<file path="config.mk">
export PLATFORM = sky130hd
export DESIGN_NAME = dhi_front_end
export DESIGN_NICKNAME = d
export VERILOG_FILES = /design/src/dhi_pkg.sv /design/src/dhi_buffer.sv /design/src/dhi_front_end.sv
export VERILOG_INCLUDE_DIRS = /design/src /design/src/src
export SDC_FILE = /design/constraint.sdc
export NUM_CORES = 1
export LEC_CHECK = 0
export BUFFER_PORTS_ARGS = -buffer_cell sky130_fd_sc_hd__buf_4
export CORE_ASPECT_RATIO = 2
export CORE_MARGIN = 2
export CORE_UTILIZATION = 50
export DETAILED_ROUTE_END_ITERATION = 10
export GPL_TIMING_DRIVEN = 1
export PLACE_DENSITY_LB_ADDON = 0.15
export SKIP_CTS_REPAIR_TIMING = 1
export SYNTH_ARGS = -nofsm -noshare
export SYNTH_HDL_FRONTEND = slang
export SYNTH_SLANG_ARGS = --single-unit
export TNS_END_PERCENT = 50
</file>
<file path="constraint.sdc">
create_clock -name clk -period 7.1 [get_ports clk]
set_input_delay 0.355 -clock clk [delete_from_list [all_inputs] [get_ports clk]]
set_output_delay 0.355 -clock clk [all_outputs]
set_load 0.005 [all_outputs]
</file>
<file path="src/dhi_defs.svh">
// Constants of the display host interface front end
`ifndef DHI_DEFS_SVH
`define DHI_DEFS_SVH
`define DHI_CMD_DISP_OFF 8'hae
`define DHI_CMD_DISP_ON 8'haf
`define DHI_I2C_ADDR_HI 6'h1e
`define DHI_CTRL_CO_BIT 7
`define DHI_CTRL_DC_BIT 6
`define DHI_SER_CLK_BIT 0
`define DHI_SER_DATA_BIT 1
`define DHI_SDA_TIE_BIT 2
`define DHI_STAT_OFF_BIT 6
`define DHI_DISP_ON_RESET 1'b0
`define DHI_BIT_CNT_4W 4'h7
`define DHI_BIT_CNT_3W 4'h8
`define DHI_BIT_CNT_ACK 4'h8
`define DHI_BIT_CNT_END 4'h9
`endif

</file>
<file path="src/dhi_pkg.sv">
// Types of the display host interface front end
package dhi_pkg;
    // Host port selected by the straps
    typedef enum logic [2:0] {
        DHI_SER4, DHI_PAR_EN, DHI_I2C, DHI_PAR_SEP, DHI_SER3, DHI_NONE
    } dhi_mode_type;
    // I2C receive states
    typedef enum logic [2:0] {
        DHI_I_IDLE, DHI_I_ADDR, DHI_I_CTRL, DHI_I_DATA, DHI_I_SKIP
    } dhi_i2c_type;
    // One routed byte
    typedef struct packed {
        logic is_data;
        logic [7:0] value;
    } dhi_byte_type;
    // Host side pins sampled together
    typedef struct packed {
        logic [2:0] strap;
        logic cs_n;
        logic dc;
        logic strobe1;
        logic strobe2;
        logic [7:0] bus;
    } dhi_pins_type;
endpackage : dhi_pkg

</file>
<file path="src/dhi_buffer.sv">
// Two-entry buffer with valid and ready on both sides
`timescale 1ns/1ps
`default_nettype none
module dhi_buffer #(
    parameter int WIDTH = 9
) (
    input wire logic clk,
    input wire logic rst,
    input wire logic in_valid,
    output logic in_ready,
    input wire logic [WIDTH-1:0] in_data,
    output logic out_valid,
    input wire logic out_ready,
    output logic [WIDTH-1:0] out_data
);
    logic [WIDTH-1:0] mem_reg [2];
    logic [WIDTH-1:0] mem_next [2];
    logic [1:0] count_reg;
    logic [1:0] count_next;
    logic push;
    logic pop;
    logic [1:0] wr_idx;
    logic valid_reg;
    logic valid_next;

    // Entry 0 is always the head so the output is a plain flop
    always_comb begin
        in_ready = (count_reg != 2'h2);
        push = in_valid && in_ready;
        pop = (count_reg != 2'h0) && out_ready;
        mem_next[0] = mem_reg[0];
        mem_next[1] = mem_reg[1];
        if (pop) begin
            mem_next[0] = mem_reg[1];
        end
        wr_idx = count_reg - {1'b0, pop};
        if (push) begin
            mem_next[wr_idx[0]] = in_data;
        end
        count_next = count_reg + {1'b0, push} - {1'b0, pop};
        // Valid kept in its own flop so the port is a plain register
        valid_next = (count_next != 2'h0);
    end

    // Storage registers
    always_ff @(posedge clk) begin
        if (rst) begin
            count_reg <= 2'h0;
            valid_reg <= 1'b0;
            mem_reg[0] <= '0;
            mem_reg[1] <= '0;
        end else begin
            count_reg <= count_next;
            valid_reg <= valid_next;
            mem_reg[0] <= mem_next[0];
            mem_reg[1] <= mem_next[1];
        end
    end

    assign out_valid = valid_reg;
    assign out_data = mem_reg[0];
endmodule : dhi_buffer
`default_nettype wire

</file>
<file path="src/dhi_front_end.sv">
// Host interface front end: five host ports into one byte stream
`timescale 1ns/1ps
`default_nettype none
`include "dhi_defs.svh"
module dhi_front_end
    import dhi_pkg::*;
(
    input wire logic clk,
    input wire logic reset,
    input wire logic hw_reset_n,
    input wire logic iface_strap_bit0,
    input wire logic iface_strap_bit1,
    input wire logic iface_strap_bit2,
    input wire logic chip_sel_n,
    input wire logic data_cmd_sel,
    input wire logic ctl_strobe1,
    input wire logic ctl_strobe2,
    input wire logic [7:0] bus_in,
    output logic [7:0] bus_out,
    output logic [7:0] bus_oe_n,
    output logic byte_valid,
    input wire logic byte_ready,
    output dhi_byte_type byte_out,
    output logic display_on,
    output logic overrun
);
    // ****************************************************
    // Pin synchronisers
    // ****************************************************
    dhi_pins_type pins_raw, pins_s1, pins_s2, pins_d;
    logic hwr_s1, hwr_s2, rst;
    assign pins_raw = '{strap: {iface_strap_bit0, iface_strap_bit1,
        iface_strap_bit2}, cs_n: chip_sel_n, dc: data_cmd_sel,
        strobe1: ctl_strobe1, strobe2: ctl_strobe2, bus: bus_in};

    // Two flops per pin; the third stage gives edges
    always_ff @(posedge clk) begin
        if (reset) begin
            hwr_s1 <= 1'b0;
            hwr_s2 <= 1'b0;
            pins_s1 <= '1;
            pins_s2 <= '1;
            pins_d <= '1;
        end else begin
            hwr_s1 <= hw_reset_n;
            hwr_s2 <= hwr_s1;
            pins_s1 <= pins_raw;
            pins_s2 <= pins_s1;
            pins_d <= pins_s2;
        end
    end
    assign rst = reset || !hwr_s2;

    // ****************************************************
    // Decoding helpers
    // ****************************************************
    // strap decode
    function automatic dhi_mode_type strap_mode(input logic [2:0] s);
        case (s)
            3'h0: strap_mode = DHI_SER4;
            3'h1: strap_mode = DHI_PAR_EN;
            3'h2: strap_mode = DHI_I2C;
            3'h3: strap_mode = DHI_PAR_SEP;
            3'h4: strap_mode = DHI_SER3;
            default: strap_mode = DHI_NONE;
        endcase
    endfunction : strap_mode

    // Argument bytes that follow a command, so they are never decoded
    function automatic logic [2:0] arg_count(input logic [7:0] c);
        case (c)
            8'h81, 8'h20: arg_count = 3'h1;
            8'h21, 8'h22: arg_count = 3'h2;
            8'h26, 8'h27: arg_count = 3'h6;
            8'h29, 8'h2a: arg_count = 3'h5;
            default: arg_count = 3'h0;
        endcase
    endfunction : arg_count

    // ****************************************************
    // Receive state
    // ****************************************************
    dhi_mode_type mode_reg, mode_next;
    dhi_i2c_type i2c_reg, i2c_next;
    logic [7:0] shift_reg, shift_next;
    logic [3:0] cnt_reg, cnt_next;
    logic ser_dc_reg, ser_dc_next;
    logic co_reg, co_next, cdc_reg, cdc_next;
    logic sda_drv_reg, sda_drv_next;
    logic pend_valid_reg, pend_valid_next;
    dhi_byte_type pend_reg, pend_next;
    logic [7:0] bus_out_reg, bus_out_next, oe_n_reg, oe_n_next;
    logic overrun_reg, overrun_next;
    logic disp_on_reg, disp_on_next;
    logic [2:0] args_reg, args_next;
    logic new_valid;
    dhi_byte_type new_byte;
    logic buf_ready, buf_valid;
    dhi_byte_type buf_data;
    logic scl_rise, scl_fall, sda, start_c, stop_c, wr_en, wr_sep;
    logic rd_en, rd_sep, consume;

    always_comb begin
        scl_rise = pins_s2.bus[`DHI_SER_CLK_BIT]
            && !pins_d.bus[`DHI_SER_CLK_BIT];
        scl_fall = !pins_s2.bus[`DHI_SER_CLK_BIT]
            && pins_d.bus[`DHI_SER_CLK_BIT];
        sda = pins_s2.bus[`DHI_SER_DATA_BIT];
        start_c = pins_s2.bus[`DHI_SER_CLK_BIT]
            && pins_d.bus[`DHI_SER_CLK_BIT]
            && !sda && pins_d.bus[`DHI_SER_DATA_BIT];
        stop_c = pins_s2.bus[`DHI_SER_CLK_BIT]
            && pins_d.bus[`DHI_SER_CLK_BIT]
            && sda && !pins_d.bus[`DHI_SER_DATA_BIT];
        // strobe one is direction or write enable
        wr_en = !pins_s2.strobe2 && pins_d.strobe2 && !pins_d.strobe1;
        wr_sep = pins_s2.strobe1 && !pins_d.strobe1;
        // strobe two is transfer or read enable
        rd_en = pins_s2.strobe1 && pins_s2.strobe2;
        rd_sep = !pins_s2.strobe2;
    end

    // Next state of all port logic
    always_comb begin
        mode_next = strap_mode(pins_s2.strap);
        i2c_next = i2c_reg;
        shift_next = shift_reg;
        cnt_next = cnt_reg;
        ser_dc_next = ser_dc_reg;
        co_next = co_reg;
        cdc_next = cdc_reg;
        sda_drv_next = sda_drv_reg;
        new_valid = 1'b0;
        new_byte = '{is_data: 1'b0, value: 8'h00};
        bus_out_next = 8'h00;
        oe_n_next = 8'hff;
        // chip select high drops any transfer in flight
        if (pins_s2.cs_n) begin
            cnt_next = 4'h0;
            i2c_next = DHI_I_IDLE;
            sda_drv_next = 1'b0;
        end else begin
            case (mode_reg)
                // parallel byte capture and status read
                DHI_PAR_EN, DHI_PAR_SEP: begin
                    if ((mode_reg == DHI_PAR_EN) ? wr_en : wr_sep) begin
                        new_valid = 1'b1;
                        new_byte = '{is_data: pins_s2.dc,
                            value: pins_s2.bus};
                    end
                    if ((mode_reg == DHI_PAR_EN) ? rd_en : rd_sep) begin
                        oe_n_next = 8'h00;
                        bus_out_next[`DHI_STAT_OFF_BIT] = !disp_on_reg;
                    end
                end
                // serial clock on bit 0, data on bit 1
                DHI_SER4, DHI_SER3: begin
                    if (scl_rise) begin
                        shift_next = {shift_reg[6:0], sda};
                        cnt_next = cnt_reg + 4'h1;
                        // first of nine bits is the byte type
                        if (mode_reg == DHI_SER3 && cnt_reg == 4'h0) begin
                            ser_dc_next = sda;
                            shift_next = shift_reg;
                        end
                        if (cnt_reg == ((mode_reg == DHI_SER4) ?
                                `DHI_BIT_CNT_4W : `DHI_BIT_CNT_3W)) begin
                            cnt_next = 4'h0;
                            new_valid = 1'b1;
                            new_byte = '{is_data: (mode_reg == DHI_SER4) ?
                                pins_s2.dc : ser_dc_reg,
                                value: {shift_reg[6:0], sda}};
                        end
                    end
                end
                // SDA on bits 2 and 1, SCL on bit 0
                DHI_I2C: begin
                    if (start_c) begin
                        i2c_next = DHI_I_ADDR;
                        cnt_next = 4'h0;
                    end else if (stop_c) begin
                        i2c_next = DHI_I_IDLE;
                    end else if (i2c_reg != DHI_I_IDLE) begin
                        if (scl_rise && cnt_reg < `DHI_BIT_CNT_ACK) begin
                            shift_next = {shift_reg[6:0], sda};
                            cnt_next = cnt_reg + 4'h1;
                        end else if (scl_rise) begin
                            cnt_next = `DHI_BIT_CNT_END;
                        end else if (scl_fall
                                && cnt_reg == `DHI_BIT_CNT_ACK) begin
                            case (i2c_reg)
                                DHI_I_ADDR: begin
                                    // select pin is address bit 0
                                    if (shift_reg == {`DHI_I2C_ADDR_HI,
                                            pins_s2.dc, 1'b0}) begin
                                        sda_drv_next = 1'b1;
                                        i2c_next = DHI_I_CTRL;
                                    end else begin
                                        i2c_next = DHI_I_SKIP;
                                    end
                                end
                                DHI_I_CTRL: begin
                                    sda_drv_next = 1'b1;
                                    co_next = shift_reg[`DHI_CTRL_CO_BIT];
                                    cdc_next = shift_reg[`DHI_CTRL_DC_BIT];
                                    i2c_next = DHI_I_DATA;
                                end
                                DHI_I_DATA: begin
                                    // Refuse with a nack while stalled
                                    if (pend_valid_reg) begin
                                        i2c_next = DHI_I_SKIP;
                                    end else begin
                                        sda_drv_next = 1'b1;
                                        new_valid = 1'b1;
                                        new_byte = '{is_data: cdc_reg,
                                            value: shift_reg};
                                        if (co_reg) begin
                                            i2c_next = DHI_I_CTRL;
                                        end
                                    end
                                end
                                default: i2c_next = DHI_I_SKIP;
                            endcase
                        end else if (scl_fall
                                && cnt_reg == `DHI_BIT_CNT_END) begin
                            sda_drv_next = 1'b0;
                            cnt_next = 4'h0;
                        end
                    end
                    if (sda_drv_next) begin
                        oe_n_next[`DHI_SER_DATA_BIT] = 1'b0;
                        oe_n_next[`DHI_SDA_TIE_BIT] = 1'b0;
                    end
                end
                default: cnt_next = 4'h0;
            endcase
        end
    end

    // single holding stage ahead of the buffer keeps order
    always_comb begin
        pend_valid_next = pend_valid_reg && !buf_ready;
        pend_next = pend_reg;
        overrun_next = overrun_reg;
        if (new_valid) begin
            // Host strobes cannot be stalled, so a full path drops
            if (pend_valid_next) begin
                overrun_next = 1'b1;
            end else begin
                pend_valid_next = 1'b1;
                pend_next = new_byte;
            end
        end
    end

    // Display on/off follows commands as the decoder consumes them
    always_comb begin
        consume = buf_valid && byte_ready && !buf_data.is_data;
        disp_on_next = disp_on_reg;
        args_next = args_reg;
        if (consume) begin
            if (args_reg != 3'h0) begin
                args_next = args_reg - 3'h1;
            end else begin
                args_next = arg_count(buf_data.value);
                // off command puts the panel to sleep
                if (buf_data.value == `DHI_CMD_DISP_OFF) begin
                    disp_on_next = 1'b0;
                end
                if (buf_data.value == `DHI_CMD_DISP_ON) begin
                    disp_on_next = 1'b1;
                end
            end
        end
    end

    // all state, display off included, takes reset values
    always_ff @(posedge clk) begin
        if (rst) begin
            mode_reg <= DHI_NONE;
            i2c_reg <= DHI_I_IDLE;
            shift_reg <= 8'h00;
            cnt_reg <= 4'h0;
            ser_dc_reg <= 1'b0;
            co_reg <= 1'b0;
            cdc_reg <= 1'b0;
            sda_drv_reg <= 1'b0;
            pend_valid_reg <= 1'b0;
            pend_reg <= '0;
            bus_out_reg <= 8'h00;
            oe_n_reg <= 8'hff;
            overrun_reg <= 1'b0;
            disp_on_reg <= `DHI_DISP_ON_RESET;
            args_reg <= 3'h0;
        end else begin
            mode_reg <= mode_next;
            i2c_reg <= i2c_next;
            shift_reg <= shift_next;
            cnt_reg <= cnt_next;
            ser_dc_reg <= ser_dc_next;
            co_reg <= co_next;
            cdc_reg <= cdc_next;
            sda_drv_reg <= sda_drv_next;
            pend_valid_reg <= pend_valid_next;
            pend_reg <= pend_next;
            bus_out_reg <= bus_out_next;
            oe_n_reg <= oe_n_next;
            overrun_reg <= overrun_next;
            disp_on_reg <= disp_on_next;
            args_reg <= args_next;
        end
    end

    dhi_buffer #(.WIDTH($bits(dhi_byte_type))) u_buffer (
        .clk(clk),
        .rst(rst),
        .in_valid(pend_valid_reg),
        .in_ready(buf_ready),
        .in_data(pend_reg),
        .out_valid(buf_valid),
        .out_ready(byte_ready),
        .out_data(buf_data)
    );

    assign bus_out = bus_out_reg;
    assign bus_oe_n = oe_n_reg;
    assign byte_valid = buf_valid;
    assign byte_out = buf_data;
    assign display_on = disp_on_reg;
    assign overrun = overrun_reg;
endmodule : dhi_front_end
`default_nettype wire

</file>
==> Word-level counts from Yosys, hierarchy flattened <==
Memory sizes are Yosys's and may differ from the RTL's.
Index checks and enable logic that the tools add are counted.
{ "word_totals": {"memories": 1, "regBits": 92, "in_bits": 19, "mem_bits_rw": 18} }
{ "memory_table": {"columns": ["name", "depth", "width", "rd", "rd_clocked_by_memory_dff", "write_ports", "line", "text"], "rows": [
  ["u_buffer.mem_reg", 2, 9, 2, 0, 2, "dhi_buffer.sv:16", "logic [WIDTH-1:0] mem_reg [2];"]
]} }
{ "classes": {"n_mux": 88, "reduce_logical": 60, "eq_ne": 39, "order_cmp": 3, "bitwise": 12, "n_addsub": 5} }
{ "ops": {"columns": ["cell", "n"], "rows": [
  ["9-bit two-way mux", 16],
  ["8-bit by 6-bit equality test with 1-bit output, second input constant", 7],
  ["8-bit two-way mux", 7],
  ["4-bit two-way mux", 10],
  ["1-bit two-way mux", 32],
  ["3-bit two-way mux", 10],
  ["9-bit one-hot mux with 3 select lines", 1],
  ["8-bit equality test, second input constant", 3],
  ["1-bit logical AND", 21],
  ["18-bit bitwise mux", 1],
  ["3-bit by 2-bit equality test with 1-bit output, second input constant", 6],
  ["18-bit two-way mux", 1],
  ["8-bit one-hot mux with 2 select lines", 1],
  ["5-bit != test, second input constant", 3],
  ["3-bit one-hot mux with 5 select lines", 1],
  ["2-bit != test, second input constant", 7],
  ["2-bit OR reduction", 7],
  ["3-bit one-hot mux with 4 select lines", 1],
  ["4-bit one-hot mux with 3 select lines", 1],
  ["6-bit AND reduction", 2],
  ["3-bit nonzero test", 4],
  ["1-bit zero test", 10],
  ["9-bit demux with 1-bit select", 1],
  ["3-bit by 1-bit equality test with 1-bit output, second input constant", 3],
  ["other kinds (32)", 51]
]} }

==> Depth between registers and ports, before layout <==
{ "depth": {"word_depth": 14, "mapped_depth": 9, "ltp_nobuf": 8} }

==> By module <==
A second synthesis with hierarchy kept.
{ "unflattened": {"hier_cells": 479, "hier_area_um2": 4486.8} }
{ "by_module_without_submodules": {"columns": ["module", "area_each_um2", "cells_per_inst", "seq_area_each_um2", "instances"], "rows": [
  ["dhi_front_end", 3383.2, 366, 1521.5, 1],
  ["dhi_buffer", 1103.6, 113, 420.4, 1]
]} }

==> Worst setup path after synthesis <==
OpenSTA, ideal clock, no wires.
{ "synth_path": {"path_kind": "reg-to-reg", "start": "register u_buffer.count_reg[1]", "end": "register with a tool-made name", "t_required_ns": 6.972, "n_path_buf": 2, "path_slack_ns": 4.795, "stages_incl_launch_ff": 10, "arrival_time_ns": 2.178, "path_cell_list": "dfxtp_1 o21ai_0 buf_1 inv_1 ha_1 inv_1 and3_1 clkbuf_1 mux2i_1 nor2_1"} }
{ "synth_rtl": {"columns": ["item", "line", "text"], "rows": [
  ["start, declared", "dhi_buffer.sv:18", "logic [1:0] count_reg;"],
  ["start signal, assigned", "dhi_buffer.sv:53", "count_reg <= count_next;"]
]} }

==> Worst setup path after layout <==
{ "layout_path": {"start": "register mode_reg[2]", "end": "register pend_reg[4] in the netlist's numbering"} }
{ "layout_via": {"elab_chain_len": 8, "elab_cells_between_ends": 21, "classes_between": "eq/ne: 5; mux: 12; reduce/logical: 4"} }
{ "layout_lines": {"columns": ["item", "line", "text"], "rows": [
  ["start, declared", "dhi_front_end.sv:83", "dhi_mode_type mode_reg, mode_next;"],
  ["start signal, assigned", "dhi_front_end.sv:296", "mode_reg <= mode_next;"],
  ["3-bit zero test", "dhi_front_end.sv:143, dhi_front_end.sv:166", null],
  ["4-bit two-way mux (no source line)", null, null],
  ["4-bit equality test", "dhi_front_end.sv:166", "if (cnt_reg == ((mode_reg == DHI_SER4) ?"],
  ["1-bit two-way mux", "dhi_front_end.sv:166", null],
  ["1-bit two-way mux", "dhi_front_end.sv:158", "if (scl_rise) begin"],
  ["1-bit one-hot mux with 3 select lines", "dhi_front_end.sv:143", "case (mode_reg)"],
  ["1-bit two-way mux", "dhi_front_end.sv:138", "if (pins_s2.cs_n) begin"],
  ["2-bit AND reduction (no source line)", null, null],
  ["end signal, assigned", "dhi_front_end.sv:305", "pend_reg <= pend_next;"],
  ["end, declared", "dhi_front_end.sv:91", "dhi_byte_type pend_reg, pend_next;"]
]} }
Several ways; a longest one is shown, not always the timed one.
A chain may end at the register's enable or synchronous reset.

==> metrics.cfg <==
[logic_synthesis]
synthDistinctLibCells=63
yosys_warnings=0
avgSynthCellArea_sq_um=9.33
ys_ff_latch=97
synth-edff-count=0
syn_area_sq_um=4300
yosysSeqAreaShare=0.452
async_reset_ff_frac=0
ys.flop_type=dfxtp_1
syn_inst=461

[global_routing]
antenna_found_initial=0
grt_pass1_vias=2943
grt_pass1_wl_mm=13.7
overflow=0
grt_max_degree=49
grt_usage=0.188

[floorplan]
ios=47
die_x_microns=69.6
coreArea_sq_um=8290
die_h_microns=135
die_area_sq_um=9400
num_rows=47
initial_core_util=0.518

[pwr]
seqPwrFrac=0.517
switching_share=0.209
pwr-share-clk=0.460
power_density_nw_per_um2=226
power.switching_mw=0.225
leakagePower_nw=1.93
combinationalPowerShare=0.023
p_int_mw=0.854
ir_worst_vdd_mv=0.156

[drt]
drtAntennaViolNets=0
wl_per_cell_microns=14.6
firstDrtPassIters=4
drc=0
initialDrtViolationCount=156
routed_wl_mm=8.44
via_per_inst=5.39
vias=3107

[run_status]
status=finished clean

[sta]
final-hold-violation-count=0
finalWorstSetupSlack_ps=4480
setup_viol=0
slew_headroom=0.490
post-route-min-period_ps=2620
finClkSkew_ps=7.79
drv_slew=0
fin_setup_tns_ps=0
rsz0062_at_grt=false
tightestPinTransition_ps=763
post-route-period-util=0.369
max_freq_mhz=382

[critical_path]
cp_num_cells=6
path_max_fanout=18
path_buf_inv=0
r2r_cells=6
crit_top_cell=nor2_1
crit_arrival_ps=2870
cp-start-kind=flip-flop
crit_path_top_delay_cell=o31a_1
cp.required_ps=7350
crit_path_cell_trace=nor3b_4 > nand3_2 > nor2_1 > o31a_1 > nor2_1 > a311oi_1
critPathTopFamily=simple AND/OR/NAND/NOR gates
cp_slowest_stage_delay_ps=590
critPathCaptureType=flip-flop
critPathKind=reg -> reg

[place]
dp_worst_setup_slack_ps=4500
port_buffers=39
gp_congestion=0.895
hpwlAfterDp_mm=6.34

[clocking]
cts_buffers=9
clock-sinks=97
clockBufferDepth=2
clk-insertion-delay-late_ps=350
tritoncts=done
path_clk_slew_ps=70
cts_root_buffer=clkbuf_16
h-tree-depth=3

[cells_and_area]
fin_util=0.576
multi_input_area_sq_um=2040
antenna_cells=0
final_common_cell=dfxtp_1
top_regs=pins_s1: 15 flops, pins_s2: 15 flops
seqCellArea_sq_um=1940
area_delta_synth_final_pct=11.1
final_cell_mix=dfxtp_1, nor2_1, buf_4
layout-drive-gt1-share=0.218
nFillCells=730
fin_nets=499

[min_path]
hp-class=in -> reg
hold_depth=2

[flow_run]
maxCapViolCount=0

==> Yosys cell counts, types with 2 or more instances <==
master,number,share of area
a211oi_1,10,0.017
a21boi_0,2,0.0035
a21oi_1,9,0.010
a22oi_1,8,0.014
a311oi_1,8,0.016
a31oi_1,6,0.0087
and2_1,2,0.0029
buf_1,2,0.0017
buf_2,5,0.0058
buf_4,24,0.042
buf_6,3,0.0079
clkbuf_1,12,0.010
dfxtp_1,97,0.45
ha_1,7,0.020
inv_1,14,0.012
mux2i_1,35,0.081
nand2_1,26,0.023
nand2b_1,6,0.0087
nand3_1,4,0.0047
nand3_2,2,0.0047
nand3b_1,2,0.0035
nand4_1,2,0.0029
nand4b_1,3,0.0061
nand4bb_1,3,0.0079
nor2_1,62,0.054
nor2b_1,7,0.010
nor3_1,9,0.010
nor4_1,3,0.0044
nor4bb_1,2,0.0047
o21a_1,2,0.0035
o21ai_0,10,0.012
o221a_2,2,0.0052
o31ai_1,4,0.0070
or2_2,34,0.049
or3_1,2,0.0029
or3b_1,2,0.0041
xnor2_1,4,0.0081
==> path summary, 6_finish.rpt <==
kind	start	end	slack, ps
worst min-delay path	bus_in[0]	pins_s1[0]$_SDFF_PP1_	180
worst max register to register	mode_reg[2]$_SDFF_PP1_	pend_reg[4]$_SDFFE_PP0P_	4480
worst max-delay path	mode_reg[2]$_SDFF_PP1_	pend_reg[4]$_SDFFE_PP0P_	4480
worst min register to register	pins_s1[11]$_SDFF_PP1_	pins_s2[11]$_SDFF_PP1_	410
==> layer usage <==
metal  wire length [microns]  vias up  part of all wire  global-route usage
met5                       0        -                 0                   0
met4                     418        0             0.050               0.119
met3                     273       28             0.032              0.0491
met2                    4710       65              0.56               0.358
met1                    3040     1421              0.36               0.172
li1                        -     1593                 -                   -
==> final cells by class <==
| type | instances | share of cell area |
|---|---|---|
| clock inverters | 6 | 0.0160 |
| well taps | 98 | 0.0257 |
| multi-input cells | 310 | 0.426 |
| inverters | 14 | 0.0110 |
| repair buffers | 41 | 0.0644 |
| clock buffers | 10 | 0.0500 |
| flip-flops and latches | 97 | 0.407 |
==> cell families (layout without fill, tap and decap cells) <==
group           count (synthesis)  in the layout  synth area share
compound gates                 73             73             0.124
xor+xnor                        5              5            0.0102
fa+ha+maj                       7              7            0.0204
buf+inv                        60             71            0.0800
flops                          97             97             0.452
mux                            36             36            0.0841
other cells                     1              7          0.000872
simple gates                  182            182             0.228
==> worst reg2reg max path, stage by stage, from the launching register on <==
cell	delay, ps
dfxtp_1	430
nor3b_4	420
nand3_2	150
nor2_1	540
o31a_1	590
nor2_1	110
a311oi_1	290
==> through the flow <==
step	hold WS, ps	cells	cell area (sq um)	total power [mW]
2_1_floorplan	389	467	4320	0.587
6_report	181	576	4780	1.08
5_1_grt	172	576	4780	1.11
3_5_place_dp	393	560	4460	0.595
3_3_place_gp	391	560	4460	0.594
4_1_cts	173	576	4780	1.09
==> power groups by stage <==
stage          clock network [mW]  registers, mW  logic (mW)
3_5_place_dp                    0          0.570      0.0247
2_1_floorplan                   0          0.568      0.0196
4_1_cts                     0.509          0.558      0.0248
5_1_grt                     0.528          0.558      0.0274
3_3_place_gp                    0          0.570      0.0244
6_report                    0.497          0.558      0.0244
(Power assumes the default switching activity.)
